## config.mk

```make
export PLATFORM = sky130hd
export DESIGN_NAME = svsq_servo_sequencer
export DESIGN_NICKNAME = d
export VERILOG_FILES = /design/src/svsq_pkg.sv /design/src/svsq_one_shot.sv /design/src/svsq_servo_sequencer.sv
export SDC_FILE = /design/constraint.sdc
export NUM_CORES = 1
export LEC_CHECK = 0
export ABC_CLOCK_PERIOD_IN_PS = 3200
export BUFFER_PORTS_ARGS = -buffer_cell sky130_fd_sc_hd__buf_4
export CORE_ASPECT_RATIO = 0.9
export CORE_MARGIN = 2
export CORE_UTILIZATION = 40
export DETAILED_ROUTE_END_ITERATION = 10
export HOLD_SLACK_MARGIN = 0.08
export PLACE_DENSITY_LB_ADDON = 0.05
export SLEW_MARGIN = 20
export SYNTH_ARGS = -nofsm -noshare
export SYNTH_HDL_FRONTEND = slang
export SYNTH_SLANG_ARGS = --single-unit
```

## constraint.sdc

```tcl
create_clock -name ref_clk_i -period 3.2 [get_ports ref_clk_i]
set_input_delay 0.64 -clock ref_clk_i [delete_from_list [all_inputs] [get_ports ref_clk_i]]
set_output_delay 0.64 -clock ref_clk_i [all_outputs]
set_load 0.01 [all_outputs]
```

## src/svsq_pkg.sv

```systemverilog
// Package: constants and carrier types for the servo control sequencer
package svsq_pkg;

    // ****************************************************
    // Timer indices and durations
    // ****************************************************
    localparam int unsigned SVSQ_NUM_TIMERS = 6;
    localparam int unsigned SVSQ_T1 = 0;
    localparam int unsigned SVSQ_T2 = 1;
    localparam int unsigned SVSQ_T3 = 2;
    localparam int unsigned SVSQ_T4 = 3;
    localparam int unsigned SVSQ_T5 = 4;
    localparam int unsigned SVSQ_T6 = 5;
    localparam int unsigned SVSQ_CNT_W = 24;
    localparam int unsigned SVSQ_CLK_NS = 8;
    localparam real SVSQ_OFFSET_MS = 5.85;
    // Offset hold in cycles, rounded down
    localparam int unsigned SVSQ_OFFSET_CYC = int'($floor(SVSQ_OFFSET_MS * 1.0e6 / SVSQ_CLK_NS));
    localparam logic [SVSQ_CNT_W-1:0] SVSQ_CNT_ONE = 24'h000001;
    localparam logic [SVSQ_CNT_W-1:0] SVSQ_CNT_ZERO = 24'h000000;
    localparam int unsigned SVSQ_FAIL_LIMIT = 2;
    localparam logic [1:0] SVSQ_FAIL_ONE = 2'h1;
    localparam logic [1:0] SVSQ_FAIL_ZERO = 2'h0;

    // ****************************************************
    // Sequencer states
    // ****************************************************
    typedef enum logic [6:0] {
        SVSQ_DISABLE  = 7'h01,
        SVSQ_TEST     = 7'h02,
        SVSQ_IDLE     = 7'h04,
        SVSQ_REVERSE  = 7'h08,
        SVSQ_FORWARD  = 7'h10,
        SVSQ_GUARD    = 7'h20,
        SVSQ_APPROACH = 7'h40
    } svsq_state_t;

    // ****************************************************
    // Carrier structs
    // ****************************************************
    typedef struct packed {
        logic seek_permit;
        logic head_load_start;
        logic plug_replaced;
        logic rezero_start;
        logic servo_error;
        logic slow_speed_detect;
        logic diff_count_zero;
        logic near_center;
        logic servo_data;
        logic offset_begin;
        logic heads_extended;
    } svsq_in_t;

    typedef struct packed {
        logic servo_logic_on;
        logic recal_request;
        logic vel_mode_on;
        logic carriage_stopped;
        logic position_mode;
        logic power_amp_on;
        logic settle_delay_start;
        logic ready;
        logic final_approach;
        logic move_reverse;
        logic slow_program_speed;
        logic guard_zone;
        logic seek_failed;
        logic retract;
    } svsq_out_t;

endpackage : svsq_pkg

```

## src/svsq_one_shot.sv

```systemverilog
// Retriggerable one-shot timer
`timescale 1ns/10ps
`default_nettype none
module svsq_one_shot #(
    parameter logic [svsq_pkg::SVSQ_CNT_W-1:0] DURATION = 24'h000100
) (
    input  wire logic ref_clk_i,     // Clock
    input  wire logic rst_n_i,       // Sync reset, active low
    input  wire logic trig_i,        // Trigger level
    input  wire logic clear_i,       // Force expiry off
    output logic      running_o,     // Interval in progress
    output logic      expired_o      // One-cycle expiry pulse
);
    import svsq_pkg::*;

    logic [SVSQ_CNT_W-1:0] cnt_ff;
    logic [SVSQ_CNT_W-1:0] nxt_cnt;
    logic                  trig_ff;
    logic                  exp_ff;
    logic                  nxt_exp;

    always_comb begin
        nxt_cnt = cnt_ff;
        nxt_exp = 1'b0;
        if (clear_i) begin
            nxt_cnt = SVSQ_CNT_ZERO;
        // RULE1 rising edge restarts
        end else if (trig_i && !trig_ff) begin
            nxt_cnt = DURATION;
        end else if (cnt_ff != SVSQ_CNT_ZERO) begin
            nxt_cnt = cnt_ff - SVSQ_CNT_ONE;
            nxt_exp = (cnt_ff == SVSQ_CNT_ONE);
        end
    end

    always_ff @(posedge ref_clk_i) begin
        if (!rst_n_i) begin
            cnt_ff  <= SVSQ_CNT_ZERO;
            trig_ff <= 1'b0;
            exp_ff  <= 1'b0;
        end else begin
            cnt_ff  <= nxt_cnt;
            trig_ff <= trig_i;
            exp_ff  <= nxt_exp;
        end
    end

    assign running_o = (cnt_ff != SVSQ_CNT_ZERO);
    assign expired_o = exp_ff;
endmodule // svsq_one_shot
`default_nettype wire

```

## src/svsq_servo_sequencer.sv

```systemverilog
// Servo control sequencer top level
//
// Contract
// RULE1: Six retriggerable one-shots pace states; rising trigger restarts interval.
// RULE2: Servo logic on latches with seek permit after timers two, six tested.
// RULE3: Permit drop forces disable; raise enters test running timers one, two, six.
// RULE4: Recalibrate request latches on head load, plug replace, rezero, servo error.
// RULE5: Recalibrate enables power amp, velocity control, seeks track zero.
// RULE6: Request starts timers one, two; velocity mode latches when six starts.
// RULE7: Velocity mode allowed with heads retracted or extended.
// RULE8: Carriage stopped latches on slow speed unless timer three or four.
// RULE9: Carriage stopped triggers timer one; its expiry means position mode.
// RULE10: Power amp latches on timer one expiry unless held reset.
// RULE11: Settle delay starts near center, amp on, not already ready.
// RULE12: Ready latches on timer five expiry if six running, no reset.
// RULE13: Offset begin drops ready for 5.85 ms via timer four.
// RULE14: Velocity seeking only allowed while ready.
// RULE15: Final approach only before timer six expiry, velocity on, count zero.
// RULE16: Rezero with servo data drives reverse at slow program speed.
// RULE17: Then forward until servo data; timer four delays guard zone entry (code enters guard at once and leaves it when timer four ends).
// RULE18: Guard zone starts six, resets two; then final approach on zero count.
// RULE19: Seek failed if two expires before six starts, or six before ready.
// RULE20: Two consecutive seek failures retract the heads.
// RULE21: Timer durations are build-time parameters in clock cycles.
`timescale 1ns/10ps
`default_nettype none
module svsq_servo_sequencer #(
    // RULE21 build-time durations
    parameter logic [svsq_pkg::SVSQ_CNT_W-1:0] T1_CYC = 24'h000400,
    parameter logic [svsq_pkg::SVSQ_CNT_W-1:0] T2_CYC = 24'h004000,
    parameter logic [svsq_pkg::SVSQ_CNT_W-1:0] T3_CYC = 24'h000400,
    parameter logic [svsq_pkg::SVSQ_CNT_W-1:0] T4_CYC = svsq_pkg::SVSQ_CNT_W'(svsq_pkg::SVSQ_OFFSET_CYC),
    parameter logic [svsq_pkg::SVSQ_CNT_W-1:0] T5_CYC = 24'h000800,
    parameter logic [svsq_pkg::SVSQ_CNT_W-1:0] T6_CYC = 24'h008000
) (
    input  wire logic          ref_clk_i,  // Clock, 125 MHz
    input  wire logic          rst_n_i,    // Sync reset, active low
    input  wire svsq_pkg::svsq_in_t  stat_i, // Status and command inputs
    output var  svsq_pkg::svsq_out_t ctl_o   // Control and status outputs
);
    import svsq_pkg::*;

    // ****************************************************
    // Timers
    // ****************************************************
    localparam logic [SVSQ_NUM_TIMERS*SVSQ_CNT_W-1:0] DURS = {T6_CYC, T5_CYC, T4_CYC, T3_CYC, T2_CYC, T1_CYC};

    logic [SVSQ_NUM_TIMERS-1:0] trig;
    logic [SVSQ_NUM_TIMERS-1:0] clr;
    logic [SVSQ_NUM_TIMERS-1:0] run;
    logic [SVSQ_NUM_TIMERS-1:0] exp;

    // RULE1 six one-shots
    genvar g;
    generate
        for (g = 0; g < SVSQ_NUM_TIMERS; g++) begin : g_tmr
            svsq_one_shot #(
                .DURATION (DURS[g*SVSQ_CNT_W +: SVSQ_CNT_W])
            ) u_tmr (
                .ref_clk_i (ref_clk_i),
                .rst_n_i   (rst_n_i),
                .trig_i    (trig[g]),
                .clear_i   (clr[g]),
                .running_o (run[g]),
                .expired_o (exp[g])
            );
        end
    endgenerate

    // ****************************************************
    // State registers
    // ****************************************************
    svsq_state_t state_ff;
    svsq_state_t nxt_state;
    logic        on_ff;
    logic        nxt_on;
    logic        t2_ok_ff;
    logic        nxt_t2_ok;
    logic        t6_ok_ff;
    logic        nxt_t6_ok;
    logic        recal_ff;
    logic        nxt_recal;
    logic        vel_latch_ff;
    logic        nxt_vel_latch;
    logic        vel_ff;
    logic        nxt_vel;
    logic        stop_ff;
    logic        nxt_stop;
    logic        pos_ff;
    logic        nxt_pos;
    logic        amp_ff;
    logic        nxt_amp;
    logic        settle_ff;
    logic        nxt_settle;
    logic        rdy_ff;
    logic        nxt_rdy;
    logic        fail_ff;
    logic        nxt_fail;
    logic [1:0]  fail_cnt_ff;
    logic [1:0]  nxt_fail_cnt;
    logic        retract_ff;
    logic        nxt_retract;
    logic        permit_ff;
    logic        rdy_reset;
    logic        fail_evt;
    logic        final_app;
    logic        tst_trig;
    logic        recal_trig;

    // Low once test passes, so the recal edge restarts timers
    assign tst_trig   = (state_ff == SVSQ_TEST) && !(t2_ok_ff && t6_ok_ff);
    assign recal_trig = recal_ff && (state_ff == SVSQ_IDLE);

    // RULE12 five ready reset conditions
    assign rdy_reset = !on_ff || stat_i.offset_begin || run[SVSQ_T4] || recal_ff || fail_evt;

    // RULE19 incomplete seek detection
    assign fail_evt = on_ff && ((exp[SVSQ_T2] && !run[SVSQ_T6] && vel_ff)
                             || (exp[SVSQ_T6] && !rdy_ff));

    // RULE15 final approach window
    assign final_app = on_ff && vel_ff && stat_i.diff_count_zero && run[SVSQ_T6];

    // ****************************************************
    // Timer triggers
    // ****************************************************
    always_comb begin
        trig = '0;
        clr  = '0;
        // RULE3 test starts one, two, six
        // RULE6 request starts one, two
        // RULE9 stop triggers one
        trig[SVSQ_T1] = tst_trig || recal_trig || stop_ff;
        trig[SVSQ_T2] = tst_trig || recal_trig;
        trig[SVSQ_T3] = vel_ff && !stop_ff;
        // RULE13 offset hold
        // RULE17 guard delay
        trig[SVSQ_T4] = stat_i.offset_begin || (state_ff == SVSQ_FORWARD && stat_i.servo_data);
        // RULE11 settle interval
        trig[SVSQ_T5] = settle_ff;
        // RULE18 guard starts six
        // RULE6 recal also starts six
        trig[SVSQ_T6] = tst_trig || recal_trig || (state_ff == SVSQ_GUARD);
        // RULE18 guard resets two
        clr[SVSQ_T2] = (state_ff == SVSQ_GUARD);
    end

    // ****************************************************
    // Sequencer next state
    // ****************************************************
    always_comb begin
        nxt_state     = state_ff;
        nxt_on        = on_ff;
        nxt_t2_ok     = t2_ok_ff;
        nxt_t6_ok     = t6_ok_ff;
        nxt_recal     = recal_ff;
        nxt_vel_latch = vel_latch_ff;
        nxt_vel       = vel_ff;
        nxt_stop      = stop_ff;
        nxt_pos       = pos_ff;
        nxt_amp       = amp_ff;
        nxt_settle    = 1'b0;
        nxt_rdy       = rdy_ff;
        nxt_fail      = 1'b0;
        nxt_fail_cnt  = fail_cnt_ff;
        nxt_retract   = retract_ff;
        case (state_ff)
            SVSQ_DISABLE: begin
                // RULE3 raise enters test
                if (stat_i.seek_permit && !permit_ff) begin
                    nxt_state = SVSQ_TEST;
                    nxt_t2_ok = 1'b0;
                    nxt_t6_ok = 1'b0;
                end
            end
            SVSQ_TEST: begin
                if (exp[SVSQ_T2]) begin
                    nxt_t2_ok = 1'b1;
                end
                if (exp[SVSQ_T6]) begin
                    nxt_t6_ok = 1'b1;
                end
                // RULE2 latch servo logic on
                if (t2_ok_ff && t6_ok_ff) begin
                    nxt_on    = 1'b1;
                    nxt_recal = 1'b1;
                    nxt_state = SVSQ_IDLE;
                end
            end
            SVSQ_IDLE: begin
                // RULE5 recalibrate sequence
                // RULE7 any head position
                if (recal_ff) begin
                    nxt_vel_latch = 1'b1;
                    nxt_stop      = 1'b0;
                    nxt_pos       = 1'b0;
                    nxt_amp       = 1'b1;
                    nxt_state     = stat_i.servo_data ? SVSQ_REVERSE : SVSQ_FORWARD;
                // RULE14 seek only while ready
                end else if (rdy_ff && !stat_i.diff_count_zero) begin
                    nxt_vel_latch = 1'b1;
                    nxt_stop      = 1'b0;
                    nxt_pos       = 1'b0;
                    nxt_rdy       = 1'b0;
                    nxt_state     = SVSQ_GUARD;
                end
            end
            SVSQ_REVERSE: begin
                // RULE16 reverse until servo data lost
                if (!stat_i.servo_data) begin
                    nxt_state = SVSQ_FORWARD;
                end
            end
            SVSQ_FORWARD: begin
                // RULE17 forward until servo data
                if (stat_i.servo_data) begin
                    nxt_state = SVSQ_GUARD;
                end
            end
            SVSQ_GUARD: begin
                if (!run[SVSQ_T4]) begin
                    nxt_recal = 1'b0;
                    nxt_state = SVSQ_APPROACH;
                end
            end
            SVSQ_APPROACH: begin
                if (rdy_ff) begin
                    nxt_state = SVSQ_IDLE;
                end
            end
            default: begin
                nxt_state = SVSQ_DISABLE;
            end
        endcase

        // RULE6 velocity mode latch
        if (vel_latch_ff && run[SVSQ_T6] && !stat_i.diff_count_zero && !stop_ff) begin
            nxt_vel = 1'b1;
        end
        // RULE8 stop on slow speed
        if (vel_ff && stat_i.slow_speed_detect && !run[SVSQ_T3] && !run[SVSQ_T4]) begin
            nxt_stop      = 1'b1;
            nxt_vel       = 1'b0;
            nxt_vel_latch = 1'b0;
        end
        // RULE9 position mode on expiry
        if (stop_ff && exp[SVSQ_T1]) begin
            nxt_pos = 1'b1;
        end
        // RULE10 amp latch
        if (exp[SVSQ_T1] && on_ff) begin
            nxt_amp = 1'b1;
        end
        // RULE11 settle start
        if (stat_i.near_center && amp_ff && !rdy_ff && pos_ff && !run[SVSQ_T5] && !settle_ff) begin
            nxt_settle = 1'b1;
        end
        // RULE12 ready latch
        if (exp[SVSQ_T5] && run[SVSQ_T6] && !rdy_reset) begin
            nxt_rdy = 1'b1;
        end
        // RULE13 offset drops ready
        if (stat_i.offset_begin || run[SVSQ_T4]) begin
            nxt_rdy = 1'b0;
        end
        if (nxt_rdy) begin
            nxt_fail_cnt = SVSQ_FAIL_ZERO;
        end
        // RULE19 failure flag
        // RULE20 consecutive failures retract
        if (fail_evt) begin
            nxt_fail  = 1'b1;
            nxt_rdy   = 1'b0;
            nxt_recal = 1'b1;
            nxt_vel   = 1'b0;
            nxt_state = SVSQ_IDLE;
            if (fail_cnt_ff == 2'(SVSQ_FAIL_LIMIT - 1)) begin
                nxt_retract = 1'b1;
                nxt_amp     = 1'b0;
            end else begin
                nxt_fail_cnt = fail_cnt_ff + SVSQ_FAIL_ONE;
            end
        end
        // RULE4 recalibrate request sources
        if (on_ff && (stat_i.head_load_start || stat_i.plug_replaced
                   || stat_i.rezero_start || stat_i.servo_error)) begin
            nxt_recal = 1'b1;
        end
        // RULE2 nothing runs without servo logic on
        // RULE3 permit drop forces disable
        if (!stat_i.seek_permit) begin
            nxt_state     = SVSQ_DISABLE;
            nxt_on        = 1'b0;
            nxt_recal     = 1'b0;
            nxt_vel_latch = 1'b0;
            nxt_vel       = 1'b0;
            nxt_stop      = 1'b0;
            nxt_pos       = 1'b0;
            nxt_amp       = 1'b0;
            nxt_settle    = 1'b0;
            nxt_rdy       = 1'b0;
            nxt_fail      = 1'b0;
            nxt_fail_cnt  = SVSQ_FAIL_ZERO;
            nxt_retract   = 1'b0;
        end
    end

    always_ff @(posedge ref_clk_i) begin
        if (!rst_n_i) begin
            state_ff     <= SVSQ_DISABLE;
            on_ff        <= 1'b0;
            t2_ok_ff     <= 1'b0;
            t6_ok_ff     <= 1'b0;
            recal_ff     <= 1'b0;
            vel_latch_ff <= 1'b0;
            vel_ff       <= 1'b0;
            stop_ff      <= 1'b0;
            pos_ff       <= 1'b0;
            amp_ff       <= 1'b0;
            settle_ff    <= 1'b0;
            rdy_ff       <= 1'b0;
            fail_ff      <= 1'b0;
            fail_cnt_ff  <= SVSQ_FAIL_ZERO;
            retract_ff   <= 1'b0;
            permit_ff    <= 1'b0;
        end else begin
            state_ff     <= nxt_state;
            on_ff        <= nxt_on;
            t2_ok_ff     <= nxt_t2_ok;
            t6_ok_ff     <= nxt_t6_ok;
            recal_ff     <= nxt_recal;
            vel_latch_ff <= nxt_vel_latch;
            vel_ff       <= nxt_vel;
            stop_ff      <= nxt_stop;
            pos_ff       <= nxt_pos;
            amp_ff       <= nxt_amp;
            settle_ff    <= nxt_settle;
            rdy_ff       <= nxt_rdy;
            fail_ff      <= nxt_fail;
            fail_cnt_ff  <= nxt_fail_cnt;
            retract_ff   <= nxt_retract;
            permit_ff    <= stat_i.seek_permit;
        end
    end

    // ****************************************************
    // Outputs
    // ****************************************************
    assign ctl_o.servo_logic_on     = on_ff;
    assign ctl_o.recal_request      = recal_ff;
    assign ctl_o.vel_mode_on        = vel_ff;
    assign ctl_o.carriage_stopped   = stop_ff;
    assign ctl_o.position_mode      = pos_ff;
    assign ctl_o.power_amp_on       = amp_ff;
    assign ctl_o.settle_delay_start = settle_ff;
    assign ctl_o.ready              = rdy_ff;
    assign ctl_o.final_approach     = final_app;
    // RULE16 reverse at slow speed
    assign ctl_o.move_reverse       = (state_ff == SVSQ_REVERSE) && vel_ff;
    assign ctl_o.slow_program_speed = ((state_ff == SVSQ_REVERSE) || (state_ff == SVSQ_FORWARD)) && vel_ff;
    assign ctl_o.guard_zone         = (state_ff == SVSQ_GUARD);
    assign ctl_o.seek_failed        = fail_ff;
    assign ctl_o.retract            = retract_ff;
endmodule // svsq_servo_sequencer
`default_nettype wire

```

==> results of run 1 <==
[layer usage]
layer / part of all wire, % / vias to the layer above
li1: - / 3380
met1: 54 / 2955
met2: 42 / 73
met3: 2.3 / 20
met4: 1.0 / 0
met5: 0 / -
[kinds of logic after synthesis]
family,after synthesis,synth area share [%]
buffers and inverters,60,3.34
and+or+nand+nor,478,30.0
AOI/OAI and AO/OA,112,8.81
muxes,3,0.398
adders and majority gates,12,1.84
DFF,177,43.4
xor gates and xnor gates,114,12.2
[path summary, 6_finish.rpt]
path / startpoint / end / slack (ps) / cells past startpoint
hold / removal: fail_cnt_ff[1] / fail_cnt_ff[1] / 470 / 2
hold reg to reg: fail_cnt_ff[1] / fail_cnt_ff[1] / 470 / 2
setup reg to reg: g_tmr[1].u_tmr.cnt_ff[16] / g_tmr[1].u_tmr.cnt_ff[15] / 670 / 6
setup / recovery: g_tmr[5].u_tmr.cnt_ff[9] / ctl_o[5] / 220 / 5
[worst register-to-register path: cells and delay by family (launching register included)]
family,cells,cell delay [ps]
AND/OR/NAND/NOR,4,1390
XOR/XNOR,1,150
AO/OA/AOI/OAI,1,520
flip-flops,1,350
[sequential cells by signal (all words and copies together) (netlist names)]
name	count
pos_ff	1
retract_ff	1
state_ff	7
t6_ok_ff	1
settle_ff	1
g_tmr.u_tmr.trig_ff	6
vel_latch_ff	1
vel_ff	1
stop_ff	1
g_tmr.u_tmr.cnt_ff	144
permit_ff	1
recal_ff	1
on_ff	1
fail_cnt_ff	2
t2_ok_ff	1
fail_ff	1
amp_ff	1
rdy_ff	1
g_tmr.u_tmr.expired_o	4
[report_power, final]
group	switching (mW)	total [mW]	internal, mW
clock	0.882	2.20	1.32
sequential	0.582	3.39	2.81
combinational	2.38	4.34	1.97
total	3.84	9.94	6.10
[cells in the final DEF (no fill, tap or decap), types with 12 or more instances in the layout]
cell                        netlist  routed
sky130_fd_sc_hd__nand3_1         29      29
sky130_fd_sc_hd__clkbuf_16        0      17
sky130_fd_sc_hd__nor3_1          56      56
sky130_fd_sc_hd__nand2b_1        15      15
sky130_fd_sc_hd__or4_1           19      19
sky130_fd_sc_hd__buf_4           12      39
sky130_fd_sc_hd__a21oi_1         40      40
sky130_fd_sc_hd__inv_1           19      19
sky130_fd_sc_hd__nor2_1         184     184
sky130_fd_sc_hd__nand2_1         40      40
sky130_fd_sc_hd__ha_1            12      12
sky130_fd_sc_hd__nor4_1          42      42
sky130_fd_sc_hd__dfxtp_1        177     177
sky130_fd_sc_hd__xnor2_1         74      74
sky130_fd_sc_hd__or3_1           21      21
sky130_fd_sc_hd__o21ai_0         21      21
sky130_fd_sc_hd__xor2_1          40      40
[final cells by class]
cell class                 instances  area, um2  area share, %
tap                              255        319           3.46
clock buffer                      22        484           5.25
inverter                          21       78.8          0.855
timing repair buffer              39        293           3.18
clock inverter                    10        149           1.62
multi-input combinational        719       4350           47.2
sequential                       177       3540           38.4
==> flow_summary.yaml, run 1 <==
floorplan:
  number_of_standard_cell_rows_in_the_floorplan: 49
  floorplan.die.height_um: 140
  area_of_the_die_um2: 21600
  core-area_um2: 20000
  num_io_pins: 27
  start_util_pct: 40.9
  fp.dieW_um: 155
global_routing:
  grt_util_all_layers_pct: 16.8
  gr-usage-met3_pct: 3.49
  grt_pass1_wl_um: 29900
  grt_max_degree: 25
  met1_track_demand_over_resource_pct: 24.5
  top_usage_layer: "met2"
  overflow: 0
  grt_util_met2_pct: 25.0
  number_of_global_route_vias_before_repair: 6025
  antenna_violations_before_repair: 0
clock_tree:
  post_cts_resize_count: 0
  cts_buffer_count: 17
  tritoncts_clock_tree: "built"
  clkTransAtPathRegs_ps: 60
  cts.sink_count: 177
  htree_levels: 4
  cts_stage_hold_buffer_count: 0
  insertion_delay_of_the_later_clocked_pin_in_the_worst_skew_pair_ps: 430
  clk_path_buf_depth: 2
  post-cts-setup-buffers: 0
  ctsRootBufferMaster: "sky130_fd_sc_hd__clkbuf_16"
placement:
  cell_total_after_placement: 1211
  post_dp_hpwl_um: 11900
  port-buffer-count: 25
  cell_area_after_placement_um2: 8580
  gp_congestion: 0.792
  placement.setup.worst_slack_ps: 623
synthesis:
  synth_most_common_cell: "sky130_fd_sc_hd__nor2_1"
  synth_cells: 956
  post_synthesis_net_count: 981
  synthesis.area_um2: 8170
  synth.top_cells.by_count: "184 x sky130_fd_sc_hd__nor2_1, 177 x sky130_fd_sc_hd__dfxtp_1, 74 x sky130_fd_sc_hd__xnor2_1"
  asyncSetResetFlopFracSynth_pct: 0
  synth.largest_area_cell: "sky130_fd_sc_hd__dfxtp_1"
  synth.top_cells.by_area: "sky130_fd_sc_hd__dfxtp_1 43%, sky130_fd_sc_hd__nor2_1 8.5%, sky130_fd_sc_hd__xnor2_1 7.9%"
  synth_top_area_share_pct: 43.4
  synth_cell_types: 64
  synth_area_per_cell_um2: 8.54
  synth_warnings: 0
  synth-seq-area-share_pct: 43.4
  synth_enable_flop_cells: 0
  yosys_register_bits: 177
  top_ff_cell_synth: "sky130_fd_sc_hd__dfxtp_1"
critical_path:
  timing.critical_path.arrival_ps: 2340
  cell_by_cell_trace_of_the_critical_path: "or4_1 -> nor4b_2 -> nand2b_1 -> and4_1 -> buf_4"
  crit_type: "flip-flop to output pin"
  critical_path_required_ps: 2560
  crit_family: "simple AND/OR/NAND/NOR gates"
  max_incr_delay_on_cp_ps: 590
  cp_slowest_cell: "sky130_fd_sc_hd__or4_1"
  worstSetupStartpointType: "flip-flop"
  end_kind: "output pin"
  worstPathMaxFanout: 7
  path_buf_inv: 1
sta:
  post-route-min-period_ps: 2980
  max_freq_ghz: 0.335
  skew_ps: 9.00
  holdWs_ps: 471
  sum_of_negative_setup_slack_ps: 0
  final_max_slew_viol_count: 0
  post-route-worst-setup-slack_ps: 219
  finalSetupViolCount: 0
  tightestPinTransition_ps: 785
  share_of_the_clock_period_used_by_the_worst_path_pct: 93.1
  finalHoldViolations: 0
  max-slew-margin-rel_pct: 47.5
  rsz_0062_raised_after_global_routing: "no"
job:
  max_cap_violations: 0
final_layout:
  drive_gt1_share_pct: 9.21
  final_core_utilization_pct: 46.1
  final_net_count: 1000
  finalNonFillerCells: 1243
  syn_to_final_growth_pct: 12.9
  fillCellCount: 1964
  post-route-cell-area_um2: 9220
  insertedDiodeCount: 0
run_status:
  outcome: "finished clean"
pwr:
  power.static_leakage_nw: 3.48
  power.density_nw_per_um2: 1080
  vdd_ir_drop_max_v: 0.000462
  design_power_total_mw: 9.94
drt:
  antenna_violating_nets_post_route: 0
  via_per_inst: 5.17
  drc: 0
  first_iter_violations: 304
  via_count: 6428
  route.detailed.wl_per_inst_um: 13.8
  wirelength_um: 17100
  drt_pre_antenna_iters: 5
min_path:
  min-delay-path-class: "flip-flop to flip-flop"
Note: power is estimated with default switching activity, not from simulation.
==> run 2: changes to the inputs <==
CORE_ASPECT_RATIO = not set   (was 0.9)
==> run 2 against run 1 <==
Critical path depth is the same. Critical endpoint is now ctl_o[4]. First-iteration DRC count down 6.3%. Worst setup slack lost 98 ps. Cell count increased by 0.97%. Clock skew grew 2.9 ps. Highest routed layer unchanged. Flip-flop and latch count stayed put. Combinational power fell by 0.9%. Power fell by 1.2%.
==> flow_summary.yaml, run 2 (synthesized netlist as in run 1, its figures left out) <==
run_status:
  outcome: "finished clean"
clock_tree:
  insertion_delay_of_the_later_clocked_pin_in_the_worst_skew_pair_ps: 420
  cts_buffer_count: 17
  clkTransAtPathRegs_ps: 70
  ctsRootBufferMaster: "sky130_fd_sc_hd__clkbuf_16"
  clk_path_buf_depth: 2
  post_cts_resize_count: 0
  cts_stage_hold_buffer_count: 0
  tritoncts_clock_tree: "built"
  post-cts-setup-buffers: 0
  htree_levels: 4
  cts.sink_count: 177
critical_path:
  crit_type: "flip-flop to output pin"
  timing.critical_path.arrival_ps: 2440
  end_kind: "output pin"
  critical_path_required_ps: 2560
  worstPathMaxFanout: 6
  worstSetupStartpointType: "flip-flop"
drt:
  drt_pre_antenna_iters: 6
  via_per_inst: 5.11
  first_iter_violations: 285
  via_count: 6411
  wirelength_um: 17400
  route.detailed.wl_per_inst_um: 13.9
  drc: 0
  antenna_violating_nets_post_route: 0
sta:
  finalHoldViolations: 0
  finalSetupViolCount: 0
  max_freq_ghz: 0.325
  tightestPinTransition_ps: 827
  share_of_the_clock_period_used_by_the_worst_path_pct: 96.2
  final_max_slew_viol_count: 0
  rsz_0062_raised_after_global_routing: "no"
  skew_ps: 11.9
  max-slew-margin-rel_pct: 44.4
  sum_of_negative_setup_slack_ps: 0
  post-route-min-period_ps: 3080
job:
  max_cap_violations: 0
final_layout:
  largest_register_ff_count: 144
  mostFrequentLayoutCells: "184 x sky130_fd_sc_hd__nor2_1, 177 x sky130_fd_sc_hd__dfxtp_1, 74 x sky130_fd_sc_hd__xnor2_1, 56 x sky130_fd_sc_hd__nor3_1, 42 x sky130_fd_sc_hd__nor4_1"
  final_net_count: 997
  most_frequent_standard_cell_in_the_layout_excluding_fill_and_tap_cells: "sky130_fd_sc_hd__nor2_1"
  drive_gt1_share_pct: 8.93
  syn_to_final_growth_pct: 12.3
  layout_top_registers: "g_tmr.u_tmr.cnt_ff (144), state_ff (7), g_tmr.u_tmr.trig_ff (6)"
  insertedDiodeCount: 0
  largest_register: "g_tmr.u_tmr.cnt_ff"
global_routing:
  number_of_global_route_vias_before_repair: 6231
  antenna_violations_before_repair: 0
  overflow: 0
  grt_util_all_layers_pct: 16.9
  grt_max_degree: 25
  grt_pass1_wl_um: 30200
floorplan:
  area_of_the_die_um2: 21600
  fp.dieW_um: 147
  floorplan.die.height_um: 147
  num_io_pins: 27
  start_util_pct: 40.6
  number_of_standard_cell_rows_in_the_floorplan: 52
  core-area_um2: 20100
min_path:
  min-delay-path-class: "flip-flop to flip-flop"
pwr:
  design_power_total_mw: 9.82
  vdd_ir_drop_max_v: 0.000478
  power.static_leakage_nw: 3.44
  power.density_nw_per_um2: 1070
placement:
  gp_congestion: 0.890
  port-buffer-count: 25
  post_dp_hpwl_um: 12000
==> run 2: cell types whose count changed in the layout (fill, tap and decap cells not counted) <==
cell                         previous run  this run
sky130_fd_sc_hd__inv_6                  2         4
sky130_fd_sc_hd__bufinv_16              3         2
sky130_fd_sc_hd__buf_4                 39        36
sky130_fd_sc_hd__clkbuf_8               4         1
sky130_fd_sc_hd__clkinvlp_4             2         4
==> run 2: critical path, cell delays in order (launching register included) <==
cell and delay (ps):
sky130_fd_sc_hd__dfxtp_1 320, sky130_fd_sc_hd__or2_2 350, sky130_fd_sc_hd__or4_1 460, sky130_fd_sc_hd__nor3_1 560, sky130_fd_sc_hd__and2_1 220, sky130_fd_sc_hd__buf_4 110
==> run 2: layer usage <==
metal | up-vias | GRT usage (%) | routed length (um)
li1 | 3377 | - | -
met2 | 59 | 26.9 | 7640
met5 | - | 0 | 0
met1 | 2962 | 23.1 | 9070
met4 | 0 | 4.66 | 192
met3 | 13 | 4.07 | 532
==> run 2: area by class of cell <==
cell class	count	area, um2
inverter	21	78.8
timing repair buffer	36	270
tap	270	338
clock inverter	13	151
sequential	177	3540
clock buffer	19	443
fill	2009	10900
multi-input combinational	719	4350
==> run 2: report_power, final <==
part           switching [mW]  internal [mW]  leakage (nW)
Clock                   0.928           1.19         0.277
Combinational            2.38           1.93          1.72
Sequential              0.592           2.81          1.45
Total                    3.90           5.92          3.44
==> run 2: metrics by stage <==
stage	worst slack (ps)	area (um2)	std cells	utilization [%]	hold WS [ps]
3_3_place_gp	620	8580	1223	42.7	453
4_1_cts	130	9180	1255	45.6	463
6_report	121	9180	1255	45.6	459
5_1_grt	9.01	9180	1255	45.6	475
2_1_floorplan	555	8170	956	-	427
3_5_place_dp	599	8580	1223	42.7	449
==> run 2: path summary, 6_finish.rpt <==
check / cells after the start / to / slack [ps] / startpoint
setup reg to reg: 6 / g_tmr[1].u_tmr.cnt_ff[15] / 640 / g_tmr[1].u_tmr.cnt_ff[16]
hold reg to reg: 2 / fail_cnt_ff[1] / 460 / fail_cnt_ff[1]
setup / recovery: 5 / ctl_o[4] / 120 / state_ff[4]
hold / removal: 2 / fail_cnt_ff[1] / 460 / fail_cnt_ff[1]
==> run 3: changes to the inputs <==
CTS_BUF_LIST = sky130_fd_sc_hd__clkbuf_2 sky130_fd_sc_hd__clkbuf_4 sky130_fd_sc_hd__clkbuf_8   (was not set)
==> run 3 against run 2 <==
Clock skew grew 4.4 ps. Non-clock buffer count unchanged. Clock-buffer cell count did not move. Power fell by 5.1%. Via count is 0.64% lower. Utilization shrank 0.87 points.
==> flow_summary.yaml, run 3 (synthesized netlist as in run 1, its figures left out) <==
drt:
  antenna_violating_nets_post_route: 0
  wirelength_um: 17400
  via_per_inst: 5.08
  via_count: 6370
  drc: 0
  drt_pre_antenna_iters: 4
  first_iter_violations: 303
  route.detailed.wl_per_inst_um: 13.9
pwr:
  power.density_nw_per_um2: 1030
  intPower_mw: 5.48
  vdd_ir_drop_max_v: 0.000491
  seq_power_share_pct: 36.5
  switching_power_mw: 3.83
  pwr-share-clk_pct: 17.1
  combPwrFrac_pct: 46.4
  power.static_leakage_nw: 3.36
  design_power_total_mw: 9.32
  p_sw_share_pct: 41.1
final_layout:
  syn_to_final_growth_pct: 10.2
  multiInputGateArea_um2: 4360
  regArea_um2: 3540
  largest_register_ff_count: 144
  fillCellCount: 2035
  layout_top_registers: "g_tmr.u_tmr.cnt_ff (144), state_ff (7), g_tmr.u_tmr.trig_ff (6)"
  largest_register: "g_tmr.u_tmr.cnt_ff"
  drive_gt1_share_pct: 9.14
  final_core_utilization_pct: 44.8
  most_frequent_standard_cell_in_the_layout_excluding_fill_and_tap_cells: "sky130_fd_sc_hd__nor2_1"
  mostFrequentLayoutCells: "184 x sky130_fd_sc_hd__nor2_1, 177 x sky130_fd_sc_hd__dfxtp_1, 74 x sky130_fd_sc_hd__xnor2_1, 55 x sky130_fd_sc_hd__nor3_1, 42 x sky130_fd_sc_hd__nor4_1"
  final_net_count: 997
  insertedDiodeCount: 0
critical_path:
  end_kind: "output pin"
  max_incr_delay_on_cp_ps: 630
  critical_path_required_ps: 2560
  r2r_start: "g_tmr[1].u_tmr.cnt_ff[16]"
  cp_slowest_cell: "sky130_fd_sc_hd__or4_1"
  crit_type: "flip-flop to output pin"
  timing.critical_path.arrival_ps: 2330
  register_to_register_path_depth: 6
  path_buf_inv: 1
  reg2reg_to: "g_tmr[1].u_tmr.cnt_ff[15]"
  crit_family: "simple AND/OR/NAND/NOR gates"
  r2r_setup_slack_ps: 640
  critical_path_stages: 5
  cell_by_cell_trace_of_the_critical_path: "or4_1 -> nor4b_4 -> nand2b_1 -> and4_1 -> buf_4"
  worstSetupStartpointType: "flip-flop"
  worstPathMaxFanout: 7
sta:
  max_freq_ghz: 0.337
  finalSetupViolCount: 0
  tightestPinTransition_ps: 839
  finalHoldViolations: 0
  final_max_slew_viol_count: 0
  skew_ps: 16.3
  post-route-worst-setup-slack_ps: 231
  max-slew-margin-rel_pct: 43.6
  sum_of_negative_setup_slack_ps: 0
  share_of_the_clock_period_used_by_the_worst_path_pct: 92.8
  post-route-min-period_ps: 2970
  rsz_0062_raised_after_global_routing: "no"
clock_tree:
  post_cts_resize_count: 0
  htree_levels: 4
  clkTransAtPathRegs_ps: 90
  insertion_delay_of_the_later_clocked_pin_in_the_worst_skew_pair_ps: 460
  clk_path_buf_depth: 2
  ctsRootBufferMaster: "sky130_fd_sc_hd__clkbuf_8"
  tritoncts_clock_tree: "built"
  cts_buffer_count: 17
  cts_stage_hold_buffer_count: 0
  cts.sink_count: 177
  post-cts-setup-buffers: 0
min_path:
  min_delay_worst_endpoint: "settle_ff"
  worst_hold_startpoint: "stat_i[3]"
  min-delay-path-class: "primary input to flip-flop"
  whs_path_depth: 3
floorplan:
  num_io_pins: 27
  fp.dieW_um: 147
  number_of_standard_cell_rows_in_the_floorplan: 52
  area_of_the_die_um2: 21600
  start_util_pct: 40.6
  floorplan.die.height_um: 147
  core-area_um2: 20100
global_routing:
  number_of_global_route_vias_before_repair: 6205
  grt_util_all_layers_pct: 16.9
  grt_pass1_wl_um: 30200
  overflow: 0
  grt_max_degree: 25
  antenna_violations_before_repair: 0
placement:
  gp_congestion: 0.890
  port-buffer-count: 25
  placement.setup.worst_slack_ps: 599
  post_dp_hpwl_um: 12000
run_status:
  outcome: "finished clean"
job:
  max_cap_violations: 0
==> run 3: cell counts in the layout (fill, tap and decap cells not counted) <==
No cell type changed its count.
==> run 3: area by class of cell <==
class	count	area share, %
Clock inverter	13	1.68
Timing Repair Buffer	36	3.00
Sequential cell	177	39.4
Tap cell	270	3.75
Inverter	21	0.876
Clock buffer	19	2.84
Multi-Input combinational cell	719	48.5
==> run 3: power groups by stage <==
stage,Clock [mW],Combinational [mW],Sequential [mW]
2_1_floorplan,0,3.67,3.29
3_3_place_gp,0,4.29,3.45
3_5_place_dp,0,4.31,3.44
4_1_cts,1.66,4.34,3.40
5_1_grt,1.74,4.96,3.51
6_report,1.59,4.32,3.40
==> run 3: worst register-to-register path: stages, from the launching register on <==
cell,delay [ps]
sky130_fd_sc_hd__dfxtp_1,360
sky130_fd_sc_hd__or4_1,570
sky130_fd_sc_hd__or4_1,640
sky130_fd_sc_hd__o31ai_4,530
sky130_fd_sc_hd__nor4b_1,130
sky130_fd_sc_hd__xnor2_1,160
sky130_fd_sc_hd__nor2_1,60
==> run 3: routing by layer <==
layer,track usage (%),share of wire (%),routed length [um]
met5,0,0,0
met4,4.17,0.88,153
met2,26.9,44,7630
met1,23.1,52,9010
met3,4.16,3.5,611
==> run 3: per-stage QoR <==
step	cell area (um2)	hold slack, ps	std cells
after global routing	9000	418	1255
after global placement	8580	453	1223
after CTS	8990	418	1255
after detailed placement	8580	449	1223
final	9000	452	1255
after floorplan	8170	427	956
==> run 3: worst max path at each step <==
stage	start	to	slack (ps)
after floorplan	g_tmr[5].u_tmr.cnt_ff[9]	ctl_o[5]	560
after global placement	state_ff[4]	ctl_o[4]	620
after detailed placement	state_ff[4]	ctl_o[4]	600
after CTS	state_ff[4]	ctl_o[4]	80
after global routing	g_tmr[5].u_tmr.cnt_ff[9]	ctl_o[5]	50
final	g_tmr[5].u_tmr.cnt_ff[9]	ctl_o[5]	230
